### src/hw/chgst_pkg.sv
//
// Function
// - low-battery flag set below threshold, zero in high-impedance
// - low-battery flag deglitched 16 ms both edges
// - bit 6 shows own interrupt drive, not pin
// - bit 5 mirrors boost request pin level
// - live undervoltage/overvoltage bits, charger mode only
// - bit 2 mirrors input pin, else zero
// - mode field 00/01/10, never 11
// - charger bit 7 mirrors charge-enable pin level
// - thermal regulation bit in charger and boost
// - input current/voltage loop bits, charger only
// - charge state codes reported as defined
// - charge state forced 0000 when not charging
// - charge codes 1100-1111 never reported
// - power good clears below 90%, sets above 92%
// - battery present from thermistor, zero when disabled
// - cold disable below 0 or -10 C
// - hot disable above 55/60/65 C
// - profile cold zone below 0 C stops charging
// - profile cool zone 0 to 10 C
// - profile warm zone 45 to 60 C
// - profile hot zone above 60 C stops charging
// - high-impedance bit blocks pins and overrides
package chgst_pkg;
    // ****************************************
    // register map
    // ****************************************
    localparam logic [7:0] CHGST_OFS_GENERAL = 8'h02;
    localparam logic [7:0] CHGST_OFS_CHARGE = 8'h03;
    localparam logic [7:0] CHGST_OFS_TEMP = 8'h04;
    localparam logic [7:0] CHGST_RST_REG = 8'h00;
    localparam int CHGST_GEN_LOWBAT = 7;
    localparam int CHGST_GEN_IRQ = 6;
    localparam int CHGST_GEN_BOOSTPIN = 5;
    localparam int CHGST_GEN_UVLO = 4;
    localparam int CHGST_GEN_OV = 3;
    localparam int CHGST_GEN_GPIN = 2;
    localparam int CHGST_CHG_ENPIN = 7;
    localparam int CHGST_CHG_THERM = 6;
    localparam int CHGST_CHG_ILIM = 5;
    localparam int CHGST_CHG_VLIM = 4;
    localparam int CHGST_TMP_PG = 7;
    localparam int CHGST_TMP_BATT = 6;
    localparam int CHGST_TMP_COLDDIS = 5;
    localparam int CHGST_TMP_HOTDIS = 4;
    localparam int CHGST_TMP_COLD = 3;
    localparam int CHGST_TMP_COOL = 2;
    localparam int CHGST_TMP_WARM = 1;
    localparam int CHGST_TMP_HOT = 0;
    // ****************************************
    // modes and charge codes
    // ****************************************
    typedef enum logic [1:0] {
        CHGST_MODE_HIZ = 2'b00,
        CHGST_MODE_CHARGE = 2'b01,
        CHGST_MODE_BOOST = 2'b10
    } chgst_mode_t;
    localparam logic [3:0] CHGST_CS_RESET = 4'h0;
    localparam logic [3:0] CHGST_CS_UNUSED = 4'hB;
    localparam logic [3:0] CHGST_CS_INVALID_LO = 4'hC;
    // ****************************************
    // serial port states
    // ****************************************
    typedef enum logic [3:0] {
        CHGST_SP_IDLE = 4'b0000,
        CHGST_SP_ADDR = 4'b0001,
        CHGST_SP_ADDR_ACK = 4'b0010,
        CHGST_SP_PTR = 4'b0011,
        CHGST_SP_PTR_ACK = 4'b0100,
        CHGST_SP_WDATA = 4'b0101,
        CHGST_SP_WDATA_ACK = 4'b0110,
        CHGST_SP_RDATA = 4'b0111,
        CHGST_SP_RDATA_ACK = 4'b1000
    } chgst_sp_t;
    // ****************************************
    // thresholds (degrees C in two's complement, power good in percent)
    // ****************************************
    localparam logic signed [7:0] CHGST_T_0C = 8'sh00;
    localparam logic signed [7:0] CHGST_T_M10C = 8'shF6;
    localparam logic signed [7:0] CHGST_T_10C = 8'sh0A;
    localparam logic signed [7:0] CHGST_T_45C = 8'sh2D;
    localparam logic signed [7:0] CHGST_T_55C = 8'sh37;
    localparam logic signed [7:0] CHGST_T_60C = 8'sh3C;
    localparam logic signed [7:0] CHGST_T_65C = 8'sh41;
    localparam logic [31:0] CHGST_PG_CLR_PCT = 32'h0000_005A;
    localparam logic [31:0] CHGST_PG_SET_PCT = 32'h0000_005C;
    localparam logic [31:0] CHGST_PG_FULL_PCT = 32'h0000_0064;
    // ****************************************
    // timing
    // ****************************************
    localparam int CHGST_CLK_HZ = 25000000;
    localparam int CHGST_LOWBAT_DEGLITCH_MS = 16;
    localparam int CHGST_LOWBAT_DEGLITCH_CYC =
        CHGST_LOWBAT_DEGLITCH_MS * (CHGST_CLK_HZ / 1000);
endpackage

### src/hw/chgst_filt_if.sv
`timescale 1ns/10ps
interface chgst_filt_if;
    logic raw;
    logic filtered;
    modport filt
    (
        input raw,
        output filtered
    );
    modport user
    (
        output raw,
        input filtered
    );
endinterface

### src/hw/chgst_status_regs.sv
`timescale 1ns/10ps
module chgst_status_regs #(
    parameter int DEGLITCH_CYCLES = chgst_pkg::CHGST_LOWBAT_DEGLITCH_CYC,
    parameter logic [6:0] SLAVE_ADDR = 7'h09,
    parameter bit HAS_GPIN = 1'b0
)
(
    // clock and reset
    input wire logic sys_clk,
    input wire logic rst_b,
    // serial management port (open drain data)
    input wire logic scl_in,
    input wire logic sda_in,
    output logic sda_out,
    output logic sda_oe_b,
    // control bits from the configuration registers
    input wire logic high_impedance_mode,
    input wire logic charge_override,
    input wire logic boost_override,
    input wire logic temp_profile_disable,
    input wire logic thermistor_sense_disable,
    input wire logic cold_limit_setting,
    input wire logic [1:0] hot_limit_setting,
    // pins
    input wire logic charge_enable_pin,
    input wire logic boost_request_pin_b,
    input wire logic gpin_level,
    input wire logic interrupt_drive_state,
    // analog comparators and loops
    input wire logic vbat_below_good,
    input wire logic input_undervoltage_live,
    input wire logic input_overvoltage_live,
    input wire logic thermal_reg_active,
    input wire logic input_current_loop_active,
    input wire logic input_voltage_loop_active,
    input wire logic thermistor_batt_sensed,
    input wire logic signed [7:0] battery_temp_c,
    input wire logic [15:0] boost_sense_mv,
    input wire logic [15:0] boost_target_mv,
    input wire logic [15:0] battery_sense_mv,
    input wire logic [15:0] termination_voltage_setting,
    // charger core state
    input wire logic [3:0] charge_state_raw,
    // status to the power stage
    output chgst_pkg::chgst_mode_t operation_mode,
    output logic converter_run
);
    import chgst_pkg::*;

    // ****************************************
    // top-level mode
    // ****************************************
    chgst_mode_t mode_q;
    chgst_mode_t mode_d;
    logic run_q;
    logic temp_stop;

    initial
    begin
        if (DEGLITCH_CYCLES < 1)
            $error("deglitch count must be at least one");
    end

    // charging wins when both requests stand; 11 is never produced
    always_comb
    begin
        mode_d = CHGST_MODE_HIZ;
        if (!high_impedance_mode)
        begin
            if (charge_enable_pin || charge_override)
                mode_d = CHGST_MODE_CHARGE;
            else if (!boost_request_pin_b || boost_override)
                mode_d = CHGST_MODE_BOOST;
        end
    end

    always_ff @(posedge sys_clk or negedge rst_b)
    begin
        if (!rst_b)
            mode_q <= CHGST_MODE_HIZ;
        else
            mode_q <= mode_d;
    end

    // ****************************************
    // low battery deglitch
    // ****************************************
    chgst_filt_if lowbat_if ();
    assign lowbat_if.raw = vbat_below_good;

    chgst_deglitch #(
        .CYCLES(DEGLITCH_CYCLES)
    ) u_lowbat (
        .sys_clk(sys_clk),
        .rst_b(rst_b),
        .f(lowbat_if)
    );

    // ****************************************
    // power good with hysteresis
    // ****************************************
    logic pg_q;
    logic [31:0] pg_sense;
    logic [31:0] pg_target;

    always_comb
    begin
        pg_sense = 32'(boost_sense_mv) * CHGST_PG_FULL_PCT;
        pg_target = 32'(boost_target_mv);
        if (mode_q == CHGST_MODE_CHARGE)
        begin
            pg_sense = 32'(battery_sense_mv) * CHGST_PG_FULL_PCT;
            pg_target = 32'(termination_voltage_setting);
        end
    end

    always_ff @(posedge sys_clk or negedge rst_b)
    begin
        if (!rst_b)
            pg_q <= 1'b0;
        else if (mode_q == CHGST_MODE_HIZ)
            pg_q <= 1'b0;
        else if (pg_sense < pg_target * CHGST_PG_CLR_PCT)
            pg_q <= 1'b0;
        else if (pg_sense > pg_target * CHGST_PG_SET_PCT)
            pg_q <= 1'b1;
    end

    // ****************************************
    // status words
    // ****************************************
    logic [7:0] gen_q;
    logic [7:0] gen_d;
    logic [7:0] chg_q;
    logic [7:0] chg_d;
    logic [7:0] tmp_q;
    logic [7:0] tmp_d;
    logic is_chg;
    logic is_boost;
    logic guard_zone;
    logic profile_zone;
    logic signed [7:0] hot_lim;
    logic signed [7:0] cold_lim;

    assign is_chg = (mode_q == CHGST_MODE_CHARGE);
    assign is_boost = (mode_q == CHGST_MODE_BOOST);
    assign guard_zone = is_boost || (is_chg && temp_profile_disable);
    assign profile_zone = is_chg && !temp_profile_disable;
    assign cold_lim = cold_limit_setting ? CHGST_T_M10C : CHGST_T_0C;
    assign hot_lim = (hot_limit_setting == 2'b00) ? CHGST_T_55C :
                     (hot_limit_setting == 2'b01) ? CHGST_T_60C : CHGST_T_65C;

    always_comb
    begin
        gen_d = CHGST_RST_REG;
        gen_d[CHGST_GEN_LOWBAT] = (mode_q != CHGST_MODE_HIZ) && lowbat_if.filtered;
        gen_d[CHGST_GEN_IRQ] = interrupt_drive_state;
        gen_d[CHGST_GEN_BOOSTPIN] = boost_request_pin_b;
        gen_d[CHGST_GEN_UVLO] = is_chg && input_undervoltage_live;
        gen_d[CHGST_GEN_OV] = is_chg && input_overvoltage_live;
        gen_d[CHGST_GEN_GPIN] = HAS_GPIN && gpin_level;
        gen_d[1:0] = mode_q;
    end

    always_comb
    begin
        chg_d = CHGST_RST_REG;
        chg_d[CHGST_CHG_ENPIN] = charge_enable_pin;
        chg_d[CHGST_CHG_THERM] = (is_chg || is_boost) && thermal_reg_active;
        chg_d[CHGST_CHG_ILIM] = is_chg && input_current_loop_active;
        chg_d[CHGST_CHG_VLIM] = is_chg && input_voltage_loop_active;
        chg_d[3:0] = charge_state_raw;
        if (!is_chg)
            chg_d[3:0] = CHGST_CS_RESET;
        // undefined codes fall back to reset rather than leak out
        if (charge_state_raw >= CHGST_CS_INVALID_LO || charge_state_raw == CHGST_CS_UNUSED)
            chg_d[3:0] = CHGST_CS_RESET;
    end

    always_comb
    begin
        tmp_d = CHGST_RST_REG;
        tmp_d[CHGST_TMP_PG] = pg_q;
        tmp_d[CHGST_TMP_BATT] = !thermistor_sense_disable && thermistor_batt_sensed;
        tmp_d[CHGST_TMP_COLDDIS] = guard_zone && (battery_temp_c < cold_lim);
        tmp_d[CHGST_TMP_HOTDIS] = guard_zone && (battery_temp_c > hot_lim);
        tmp_d[CHGST_TMP_COLD] = profile_zone && (battery_temp_c < CHGST_T_0C);
        tmp_d[CHGST_TMP_COOL] = profile_zone && (battery_temp_c >= CHGST_T_0C)
                                && (battery_temp_c < CHGST_T_10C);
        tmp_d[CHGST_TMP_WARM] = profile_zone && (battery_temp_c > CHGST_T_45C)
                                && (battery_temp_c <= CHGST_T_60C);
        tmp_d[CHGST_TMP_HOT] = profile_zone && (battery_temp_c > CHGST_T_60C);
    end

    always_ff @(posedge sys_clk or negedge rst_b)
    begin
        if (!rst_b)
        begin
            gen_q <= CHGST_RST_REG;
            chg_q <= CHGST_RST_REG;
            tmp_q <= CHGST_RST_REG;
        end
        else
        begin
            gen_q <= gen_d;
            chg_q <= chg_d;
            tmp_q <= tmp_d;
        end
    end

    // the converter stops on any hard temperature zone, mode kept for status
    assign temp_stop = tmp_d[CHGST_TMP_COLDDIS] || tmp_d[CHGST_TMP_HOTDIS]
                       || tmp_d[CHGST_TMP_COLD] || tmp_d[CHGST_TMP_HOT];

    always_ff @(posedge sys_clk or negedge rst_b)
    begin
        if (!rst_b)
            run_q <= 1'b0;
        else
            run_q <= (mode_q != CHGST_MODE_HIZ) && !temp_stop;
    end

    // ****************************************
    // serial management slave
    // ****************************************
    chgst_sp_t sp_q;
    logic scl_q;
    logic sda_q;
    logic [3:0] bit_q;
    logic [7:0] sh_q;
    logic [7:0] ptr_q;
    logic rw_q;
    logic nack_q;
    logic oe_b_q;
    logic [7:0] rd_byte;
    logic scl_rise;
    logic scl_fall;
    logic start_det;
    logic stop_det;

    assign scl_rise = scl_in && !scl_q;
    assign scl_fall = !scl_in && scl_q;
    assign start_det = scl_in && scl_q && sda_q && !sda_in;
    assign stop_det = scl_in && scl_q && !sda_q && sda_in;

    // unmapped offsets read as zero; the map is read-only
    always_comb
    begin
        case (ptr_q)
            CHGST_OFS_GENERAL: rd_byte = gen_q;
            CHGST_OFS_CHARGE: rd_byte = chg_q;
            CHGST_OFS_TEMP: rd_byte = tmp_q;
            default: rd_byte = CHGST_RST_REG;
        endcase
    end

    always_ff @(posedge sys_clk or negedge rst_b)
    begin
        if (!rst_b)
        begin
            scl_q <= 1'b1;
            sda_q <= 1'b1;
        end
        else
        begin
            scl_q <= scl_in;
            sda_q <= sda_in;
        end
    end

    always_ff @(posedge sys_clk or negedge rst_b)
    begin
        if (!rst_b)
        begin
            sp_q <= CHGST_SP_IDLE;
            bit_q <= 4'h0;
            sh_q <= 8'h00;
            ptr_q <= 8'h00;
            rw_q <= 1'b0;
            nack_q <= 1'b0;
            oe_b_q <= 1'b1;
        end
        else if (start_det)
        begin
            sp_q <= CHGST_SP_ADDR;
            bit_q <= 4'h0;
            oe_b_q <= 1'b1;
        end
        else if (stop_det)
        begin
            sp_q <= CHGST_SP_IDLE;
            oe_b_q <= 1'b1;
        end
        else if (scl_rise)
        begin
            case (sp_q)
                CHGST_SP_ADDR, CHGST_SP_PTR, CHGST_SP_WDATA:
                begin
                    sh_q <= {sh_q[6:0], sda_in};
                    bit_q <= bit_q + 4'h1;
                end
                CHGST_SP_RDATA_ACK: nack_q <= sda_in;
                default: ;
            endcase
        end
        else if (scl_fall)
        begin
            case (sp_q)
                CHGST_SP_ADDR:
                    if (bit_q == 4'h8)
                    begin
                        if (sh_q[7:1] == SLAVE_ADDR)
                        begin
                            sp_q <= CHGST_SP_ADDR_ACK;
                            rw_q <= sh_q[0];
                            oe_b_q <= 1'b0;
                        end
                        else
                            sp_q <= CHGST_SP_IDLE;
                    end
                CHGST_SP_ADDR_ACK:
                begin
                    bit_q <= 4'h0;
                    if (rw_q)
                    begin
                        sp_q <= CHGST_SP_RDATA;
                        sh_q <= {rd_byte[6:0], 1'b0};
                        oe_b_q <= rd_byte[7];
                        bit_q <= 4'h1;
                    end
                    else
                    begin
                        sp_q <= CHGST_SP_PTR;
                        oe_b_q <= 1'b1;
                    end
                end
                CHGST_SP_PTR, CHGST_SP_WDATA:
                    if (bit_q == 4'h8)
                    begin
                        if (sp_q == CHGST_SP_PTR)
                        begin
                            ptr_q <= sh_q;
                            sp_q <= CHGST_SP_PTR_ACK;
                        end
                        else
                            sp_q <= CHGST_SP_WDATA_ACK;
                        oe_b_q <= 1'b0;
                    end
                CHGST_SP_PTR_ACK, CHGST_SP_WDATA_ACK:
                begin
                    // data bytes are acknowledged and dropped: nothing here is writable
                    sp_q <= CHGST_SP_WDATA;
                    bit_q <= 4'h0;
                    oe_b_q <= 1'b1;
                end
                CHGST_SP_RDATA:
                    if (bit_q == 4'h8)
                    begin
                        // step ahead now so the next byte is ready at the ack fall
                        sp_q <= CHGST_SP_RDATA_ACK;
                        ptr_q <= ptr_q + 8'h01;
                        oe_b_q <= 1'b1;
                    end
                    else
                    begin
                        oe_b_q <= sh_q[7];
                        sh_q <= {sh_q[6:0], 1'b0};
                        bit_q <= bit_q + 4'h1;
                    end
                CHGST_SP_RDATA_ACK:
                    if (nack_q)
                        sp_q <= CHGST_SP_IDLE;
                    else
                    begin
                        sp_q <= CHGST_SP_RDATA;
                        sh_q <= {rd_byte[6:0], 1'b0};
                        oe_b_q <= rd_byte[7];
                        bit_q <= 4'h1;
                    end
                default: sp_q <= CHGST_SP_IDLE;
            endcase
        end
    end

    assign sda_out = 1'b0;
    assign sda_oe_b = oe_b_q;
    assign operation_mode = mode_q;
    assign converter_run = run_q;
endmodule

### src/hw/chgst_deglitch.sv
`timescale 1ns/10ps
module chgst_deglitch #(
    parameter int CYCLES = 16
)
(
    // clock and reset
    input wire logic sys_clk,
    input wire logic rst_b,
    // level in, filtered level out
    chgst_filt_if.filt f
);
    import chgst_pkg::*;
    localparam int CW = $clog2(CYCLES + 1);
    localparam logic [CW-1:0] LAST = CW'(CYCLES - 1);
    logic [CW-1:0] cnt_q;
    logic out_q;

    initial
    begin
        if (CYCLES < 1)
            $error("deglitch needs at least one cycle");
    end

    // a change must hold for the whole window; any bounce restarts it
    always_ff @(posedge sys_clk or negedge rst_b)
    begin
        if (!rst_b)
        begin
            cnt_q <= '0;
            out_q <= 1'b0;
        end
        else if (f.raw == out_q)
            cnt_q <= '0;
        else if (cnt_q == LAST)
        begin
            cnt_q <= '0;
            out_q <= f.raw;
        end
        else
            cnt_q <= cnt_q + CW'(1);
    end

    assign f.filtered = out_q;
endmodule

### config.mk
export PLATFORM = sky130hd
export DESIGN_NAME = chgst_status_regs
export DESIGN_NICKNAME = d
export VERILOG_FILES = /design/src/hw/chgst_pkg.sv /design/src/hw/chgst_filt_if.sv /design/src/hw/chgst_status_regs.sv /design/src/hw/chgst_deglitch.sv
export SDC_FILE = /design/constraint.sdc
export NUM_CORES = 1
export LEC_CHECK = 0
export BUFFER_PORTS_ARGS = -buffer_cell sky130_fd_sc_hd__clkbuf_2
export CAP_MARGIN = 25
export CORE_MARGIN = 2
export CORE_UTILIZATION = 63
export CTS_BUF_LIST = sky130_fd_sc_hd__clkbuf_16
export DETAILED_ROUTE_END_ITERATION = 10
export HOLD_SLACK_MARGIN = 0.15
export PLACE_DENSITY_LB_ADDON = 0.12
export SYNTH_ARGS = -nofsm -noshare
export SYNTH_HDL_FRONTEND = slang
export SYNTH_SLANG_ARGS = --single-unit
### constraint.sdc
create_clock -name sys_clk -period 7.55 [get_ports sys_clk]
set_clock_uncertainty 0.15 [all_clocks]
set_input_delay 1.51 -clock sys_clk [delete_from_list [all_inputs] [get_ports sys_clk]]
set_output_delay 1.51 -clock sys_clk [all_outputs]
set_load 0.05 [all_outputs]
==> results of run 1 <==
area by class of cell:
cell class                 count  share of cell area [%]
inverter                     247                    7.11
clock inverter                 7                   0.816
timing repair buffer         107                    4.39
tap                          234                    2.25
sequential                    76                    14.6
clock buffer                   9                    1.73
multi-input combinational   1075                    69.1
sequential cells by signal, indices dropped and copies added, names as in the netlist, 2 cells and up:
name and flops:
u_lowbat.cnt_q 19, chg_q 8, ptr_q 8, sh_q 8, tmp_q 8, gen_q 7, bit_q 4, sp_q 4
operation_mode 2
worst max-delay path, cell delays in order:
cell and delay, ns:
clkbuf_2 0.08, mux2i_1 0.43, inv_1 0.22, ha_1 0.39, ha_1 0.29, inv_1 0.05
fa_1 0.50, inv_1 0.04, ha_1 0.35, a211o_1 0.28, o211ai_1 0.16, a21oi_1 0.15
a41o_1 0.31, o41ai_4 0.31, o221ai_1 0.25, o22ai_1 0.19, xor2_1 0.09, ha_1 0.31
nand4_1 0.10, nor2_1 0.17, o21ai_0 0.11, a31oi_1 0.17, or4_1 0.13, nand4_1 0.07
a211oi_1 0.36
layer usage:
| layer | vias to the layer above | GRT usage, % |
|---|---|---|
| li1 | 5053 | - |
| met2 | 211 | 48.7 |
| met3 | 54 | 2.05 |
| met1 | 4733 | 32.7 |
| met4 | 0 | 8.79 |
| met5 | - | 0 |
Yosys cell counts, drive strengths merged (16+ instances only):
cell type and n:
a21o 24, a21oi 90, and3 18, clkbuf 16, dfrtp 73, fa 62, ha 237, inv 247
mux2 16, mux2i 16, nand2 81, nand3 34, nand4 16, nor2 110, nor3 32, o21a 18
o21ai 60, xnor2 43, xor2 43
final timing paths:
path | from | to | depth (start not counted)
max | termination_voltage_setting[0] | pg_q | 25
min | operation_mode[1] | gen_q[1] | 0
max reg2reg | operation_mode[1] | pg_q | 26
min reg2reg | operation_mode[1] | gen_q[1] | 0
max in group asynchronous | rst_b | sda_q | 2
min in group asynchronous | rst_b | ptr_q[7] | 1
report_power, final:
group / leakage, nW / total, W / internal (W) / switching [W]
logic: 5.76 / 0.00299 / 0.00132 / 0.00166
registers: 1.00 / 0.000528 / 0.000455 / 0.0000724
clock network: 0.166 / 0.000477 / 0.000319 / 0.000159
total: 6.93 / 0.00399 / 0.00210 / 0.00189
cell families after synthesis:
| family | share of synthesized area [%] |
|---|---|
| compound gates | 15.6 |
| xor+xnor | 6.28 |
| fa+ha+maj | 35.1 |
| buf+inv | 8.94 |
| flops | 15.9 |
| mux | 2.84 |
| other cells | 0.0313 |
| simple gates | 15.3 |
through the flow:
step	setup WS (ns)	total power [W]	std cells	utilization [%]	hold WS, ns
floorplan	1.18	0.00284	1426	-	0.219
global placement	0.413	0.00340	1738	67.8	0.278
detailed placement	0.324	0.00349	1738	67.8	0.280
CTS	0.651	0.00399	1754	69.6	0.293
global route	0.0915	0.00445	1755	69.7	0.307
finish	0.582	0.00399	1755	69.7	0.288
==> key figures, run 1 <==
Cells and area
  – Commonest non-fill, non-tap cell in the layout: inv_1
  – Post-route cell area: 0.0130 sq mm
  – FF+latch area: 0.00191 sq mm
  – Layout cells sized above 1: 10.7%
  – Nets: around 1.9k
  – Ant diodes: 0
  – Commonest non-fill, non-tap cells in the layout: 248 x inv_1, 236 x ha_1, 109 x nor2_1
  – Multi-input logic area: about 0.009 sq mm
  – Area Overhead vs Synth: 8.81%
  – Fill count: 1557

Placed design
  – GPL Wtd Cong: 0.866
  – Post-DP Area: between 0.01 and 0.015 sq mm
  – PortBufs: about 100
  – DP HPWL: 21500 um

Power and ir drop
  – P per Cell Area: 306 mW/mm^2
  – Leak pwr: ~6.9 nW
  – Maximum VDD drop: 254 uV

Timing
  – Final Hold Fails: 0
  – Period utilisation layout: 92.3%
  – Slew at the pin closest to its max-slew limit: 0.748 ns
  – Final Max Tran Viols: 0
  – Rel. slew slack: 48.9%
  – Unrepaired setup endpoints after global routing: false
  – Final setup fails: 0
  – Setup TNS: 0 ns
  – Max frequency: 144 MHz
  – Final worst path period need: 6.97 ns

Clocking
  – CTS Root Cell: clkbuf_16
  – Hold_buf cts: 0
  – CTS tree: built
  – CTS Sinks: 76
  – Setup repair bufs after CTS: 0
  – Post_cts resized: 0
  – Clock Tree Buf Depth: 2
  – Worst-Skew Late Latency: ~0.33 ns
  – H-Tree Depth: 3
  – CTS clock-pin slew for the worst setup and hold paths: 0.06 ns
  – CTS buffer count: 9

Yosys
  – Sequential-to-total area share from yosys stat: between 10% and 20%
  – Syn nets: around 1.8k
  – Ys async rst share: 100%
  – Top cells by area, synth: ha_1 25%, dfrtp_1 15%, fa_1 10%
  – Number of flops mapped to enable cells by yosys: 0
  – Top-area cell type share of the netlist area: 24.7%
  – Main synth FF type: dfrtp_1
  – Syn Inst Count: 1426
  – #FFs+latches synth: 76
  – Post-Syn Area per Cell: around 8.4 sq um
  – Synth area leader: ha_1
  – Synth Cell Area: roughly 0.012 sq mm
  – Synth unique cells: 79
  – Synth warn: 0

Detailed routing
  – DR WL met3: 759 um
  – DR vias/cell: ~5.7
  – Drt wl/cell: 14.6 um
  – Detailed Routing Iterations Pass 1: 5
  – Antenna viol nets, final: 0
  – Vias: slightly above 10k
  – DRC Markers: 0
  – Met1 layer wirelength in the final routing: 11300 um
  – Final WL: about 26000 um
  – Initial drt markers: 587
  – Routed wl met2: approximately 13000 um
  – Highest routed layer: met4

Floorplan
  – Initial core utilization: 64.1%
  – Die H: 142 um
  – CORE AREA: between 0.015 and 0.02 sq mm
  – Die area: 0.0201 sq mm
  – Chip width: about 140 um
  – I/O pin count: approximately 100
  – # rows: 50

Status
  – Outcome: finished clean

Run
  – Max Cap Viol: 0

Setup path
  – Data arrival, critical path: approximately 7.0 ns
  – Crit start category: input port
  – CP Capture Type: flop
  – Crit Path Max Fanout: 5
  – Worst R2R Setup Slack: between 0.6 and 0.7 ns
  – CP Class: in -> reg
  – Data required time of the worst path: 7.60 ns

Global routing
  – GRT Util Overall: a little over a quarter
  – First-pass GRT wire length: 44200 um
  – Vias in the first global route: between 9k and 10k
  – Grt total ovfl: 0
  – Initial antenna violation count: 0
  – Largest net degree at the start of global routing: 77

Min path
  – Worst hold path type: reg -> reg
No activity file was read; power rests on OpenSTA's default activity.
==> run 2: changes to the inputs <==
CORE_ASPECT_RATIO = 1.1   (was default)
==> run 2 against run 1 <==
Compared with the run above: sequential power barely moved; highest routed layer unchanged; setup slack improved by 0.13 ns; wire length rose by 0.62%; largest power group unchanged.
==> key figures, run 2 (synthesis gave the netlist of run 1 again) <==
Status
  – Outcome: finished clean

Global routing
  – Grt total ovfl: 0 (unchanged)
  – First-pass GRT wire length: 43700 um (-1.2%)
  – GRT Util Overall: 26.5% (+0.075 points)
  – Vias in the first global route: 9801 (-0.31%)
  – Largest net degree at the start of global routing: 77 (unchanged)
  – Initial antenna violation count: 0 (unchanged)

Min path
  – Hold Path Sink: gen_q[1]
  – Hold Crit Start: operation_mode[1]
  – Worst hold stages: 0 (unchanged)
  – Worst hold path type: reg -> reg

Run
  – Max Cap Viol: 0 (unchanged)

Floorplan
  – Die area: 0.0201 sq mm (about the same)
  – CORE AREA: 0.0185 sq mm (-0.87%)
  – Initial core utilization: 64.6% (+0.56 points)
  – # rows: 52 (+4.0%)
  – Chip width: 136 um (-4.5%)
  – Die H: 149 um (+4.7%)
  – I/O pin count: 104 (unchanged)

Setup path
  – CP max stage cell: fa_1
  – Buf/Inv on CP: 4 (unchanged)
  – Crit Path Max Fanout: 5 (unchanged)
  – Crit start category: input port
  – Cells on worst reg2reg path: 26 (unchanged)
  – CP peak stage delay: 0.50 ns (about the same)
  – CP Class: in -> reg
  – Worst R2R Setup Slack: 0.73 ns (+0.12 ns)
  – Critical path's most frequent cell: ha_1
  – Data arrival, critical path: 6.91 ns (-0.11 ns)
  – CP Capture Type: flop
  – Delay-heaviest family, CP: compound AO/OA/AOI/OAI gates
  – Data required time of the worst path: 7.62 ns (+0.02 ns)
  – Reg-to-Reg End: pg_q
  – Crit Reg-Reg Startpoint: operation_mode[1]

Placed design
  – DP HPWL: 21900 um (+1.5%)
  – Post-DP Area: 0.0127 sq mm (+0.15%)
  – PortBufs: 101 (unchanged)
  – GPL Wtd Cong: 0.886 (+2.2%)
  – Placed Instances: 1748 (+0.58%)

Clocking
  – CTS buffer count: 9 (unchanged)
  – Clock Tree Buf Depth: 2 (unchanged)
  – Post_cts resized: 0 (unchanged)
  – CTS tree: built
  – Hold_buf cts: 0 (unchanged)
  – CTS Sinks: 76 (unchanged)
  – H-Tree Depth: 3 (unchanged)
  – CTS clock-pin slew for the worst setup and hold paths: 0.06 ns (about the same)
  – CTS Root Cell: clkbuf_16
  – Worst-Skew Late Latency: 0.34 ns (about the same)
  – Setup repair bufs after CTS: 0 (unchanged)

Cells and area
  – Ant diodes: 0 (unchanged)
  – Layout cells sized above 1: 10.7% (+0.059 points)
  – Finished Layout Cells: 1765 (+0.57%)
  – Final Util: 70.2% (+0.46 points)
  – Commonest non-fill, non-tap cell in the layout: inv_1
  – Nets: 1915 (+0.052%)
  – Post-route cell area: 0.0130 sq mm (-0.21%)
  – Largest register by flop count: u_lowbat.cnt_q
  – Commonest non-fill, non-tap cells in the layout: 249 x inv_1, 236 x ha_1, 109 x nor2_1
  – Area Overhead vs Synth: 8.58%
  – Max FFs per register: 19 (unchanged)

Timing
  – Rel. slew slack: 49.7% (+0.80 points)
  – Slew at the pin closest to its max-slew limit: 0.736 ns (-0.0117 ns)
  – Setup TNS: 0 ns (unchanged)
  – Max frequency: 146 MHz (+2.0%)
  – Final Hold Slack: 0.287 ns (-0.000511 ns)
  – Final setup fails: 0 (unchanged)
  – Period utilisation layout: 90.5% (-1.8 points)
  – Final worst path period need: 6.83 ns (-0.135 ns)
  – Unrepaired setup endpoints after global routing: false
  – Final Max Tran Viols: 0 (unchanged)
  – Final Hold Fails: 0 (unchanged)

Detailed routing
  – DRC Markers: 0 (unchanged)
  – Vias: 9963 (-0.88%)
  – Drt wl/cell: 14.6 um (about the same)
  – Final WL: 25800 um (+0.62%)
  – Detailed Routing Iterations Pass 1: 5 (unchanged)
  – Initial drt markers: 469 (-20%)
  – Antenna viol nets, final: 0 (unchanged)
  – DR vias/cell: 5.64 (-1.4%)

Power and ir drop
  – Leak pwr: 6.92 nW (-0.17%)
  – P per Cell Area: 300 mW/mm^2 (-1.8%)
  – Maximum VDD drop: 243 uV (-4.0%)
-- run 2: cell types whose count changed in the layout (fill, tap and decap cells not counted), sizes merged --
cell | previous run | this run
bufinv | 3 | 1
inv | 248 | 249
buf | 7 | 8
clkinv | 3 | 4
-- run 2: cell type report --
type                            count  area [sq um]
Clock inverter                      7          60.1
Timing Repair Buffer              108           581
Tap cell                          243           304
Inverter                          247           927
Multi-Input combinational cell   1075          9010
Sequential cell                    76          1910
Fill cell                        1600          5530
Clock buffer                        9           225
-- run 2: power breakdown --
| group | total [W] | leakage [nW] | switching (W) | internal, W |
|---|---|---|---|---|
| Clock | 0.000411 | 0.149 | 0.000160 | 0.000251 |
| Combinational | 0.00297 | 5.77 | 0.00165 | 0.00132 |
| Sequential | 0.000526 | 1.00 | 0.0000706 | 0.000455 |
| Total | 0.00391 | 6.92 | 0.00188 | 0.00203 |
-- run 2: metrics by stage --
stage               worst slack, ns  total power (W)
detailed placement            0.420          0.00349
floorplan                      1.18          0.00284
global placement              0.508          0.00341
finish                        0.716          0.00391
global route                  0.174          0.00438
CTS                           0.744          0.00392
-- run 2: metal layers --
metal	track usage, %	routed length (um)	vias up
li1	-	-	5053
met1	31.6	11200	4706
met2	50.3	13400	167
met4	7.71	555	0
met5	0	0	-
met3	2.32	632	37
-- run 2: how the worst max path moves through the flow --
| stage | startpoint | end | slack [ns] | depth (start not counted) |
|---|---|---|---|---|
| after CTS | operation_mode[1] | pg_q | 0.74 | 27 |
| after global placement | termination_voltage_setting[0] | pg_q | 0.51 | 25 |
| after detailed placement | termination_voltage_setting[0] | pg_q | 0.42 | 26 |
| after floorplan | termination_voltage_setting[5] | pg_q | 1.18 | 23 |
| after global routing | operation_mode[1] | pg_q | 0.17 | 27 |
| final | termination_voltage_setting[0] | pg_q | 0.72 | 25 |
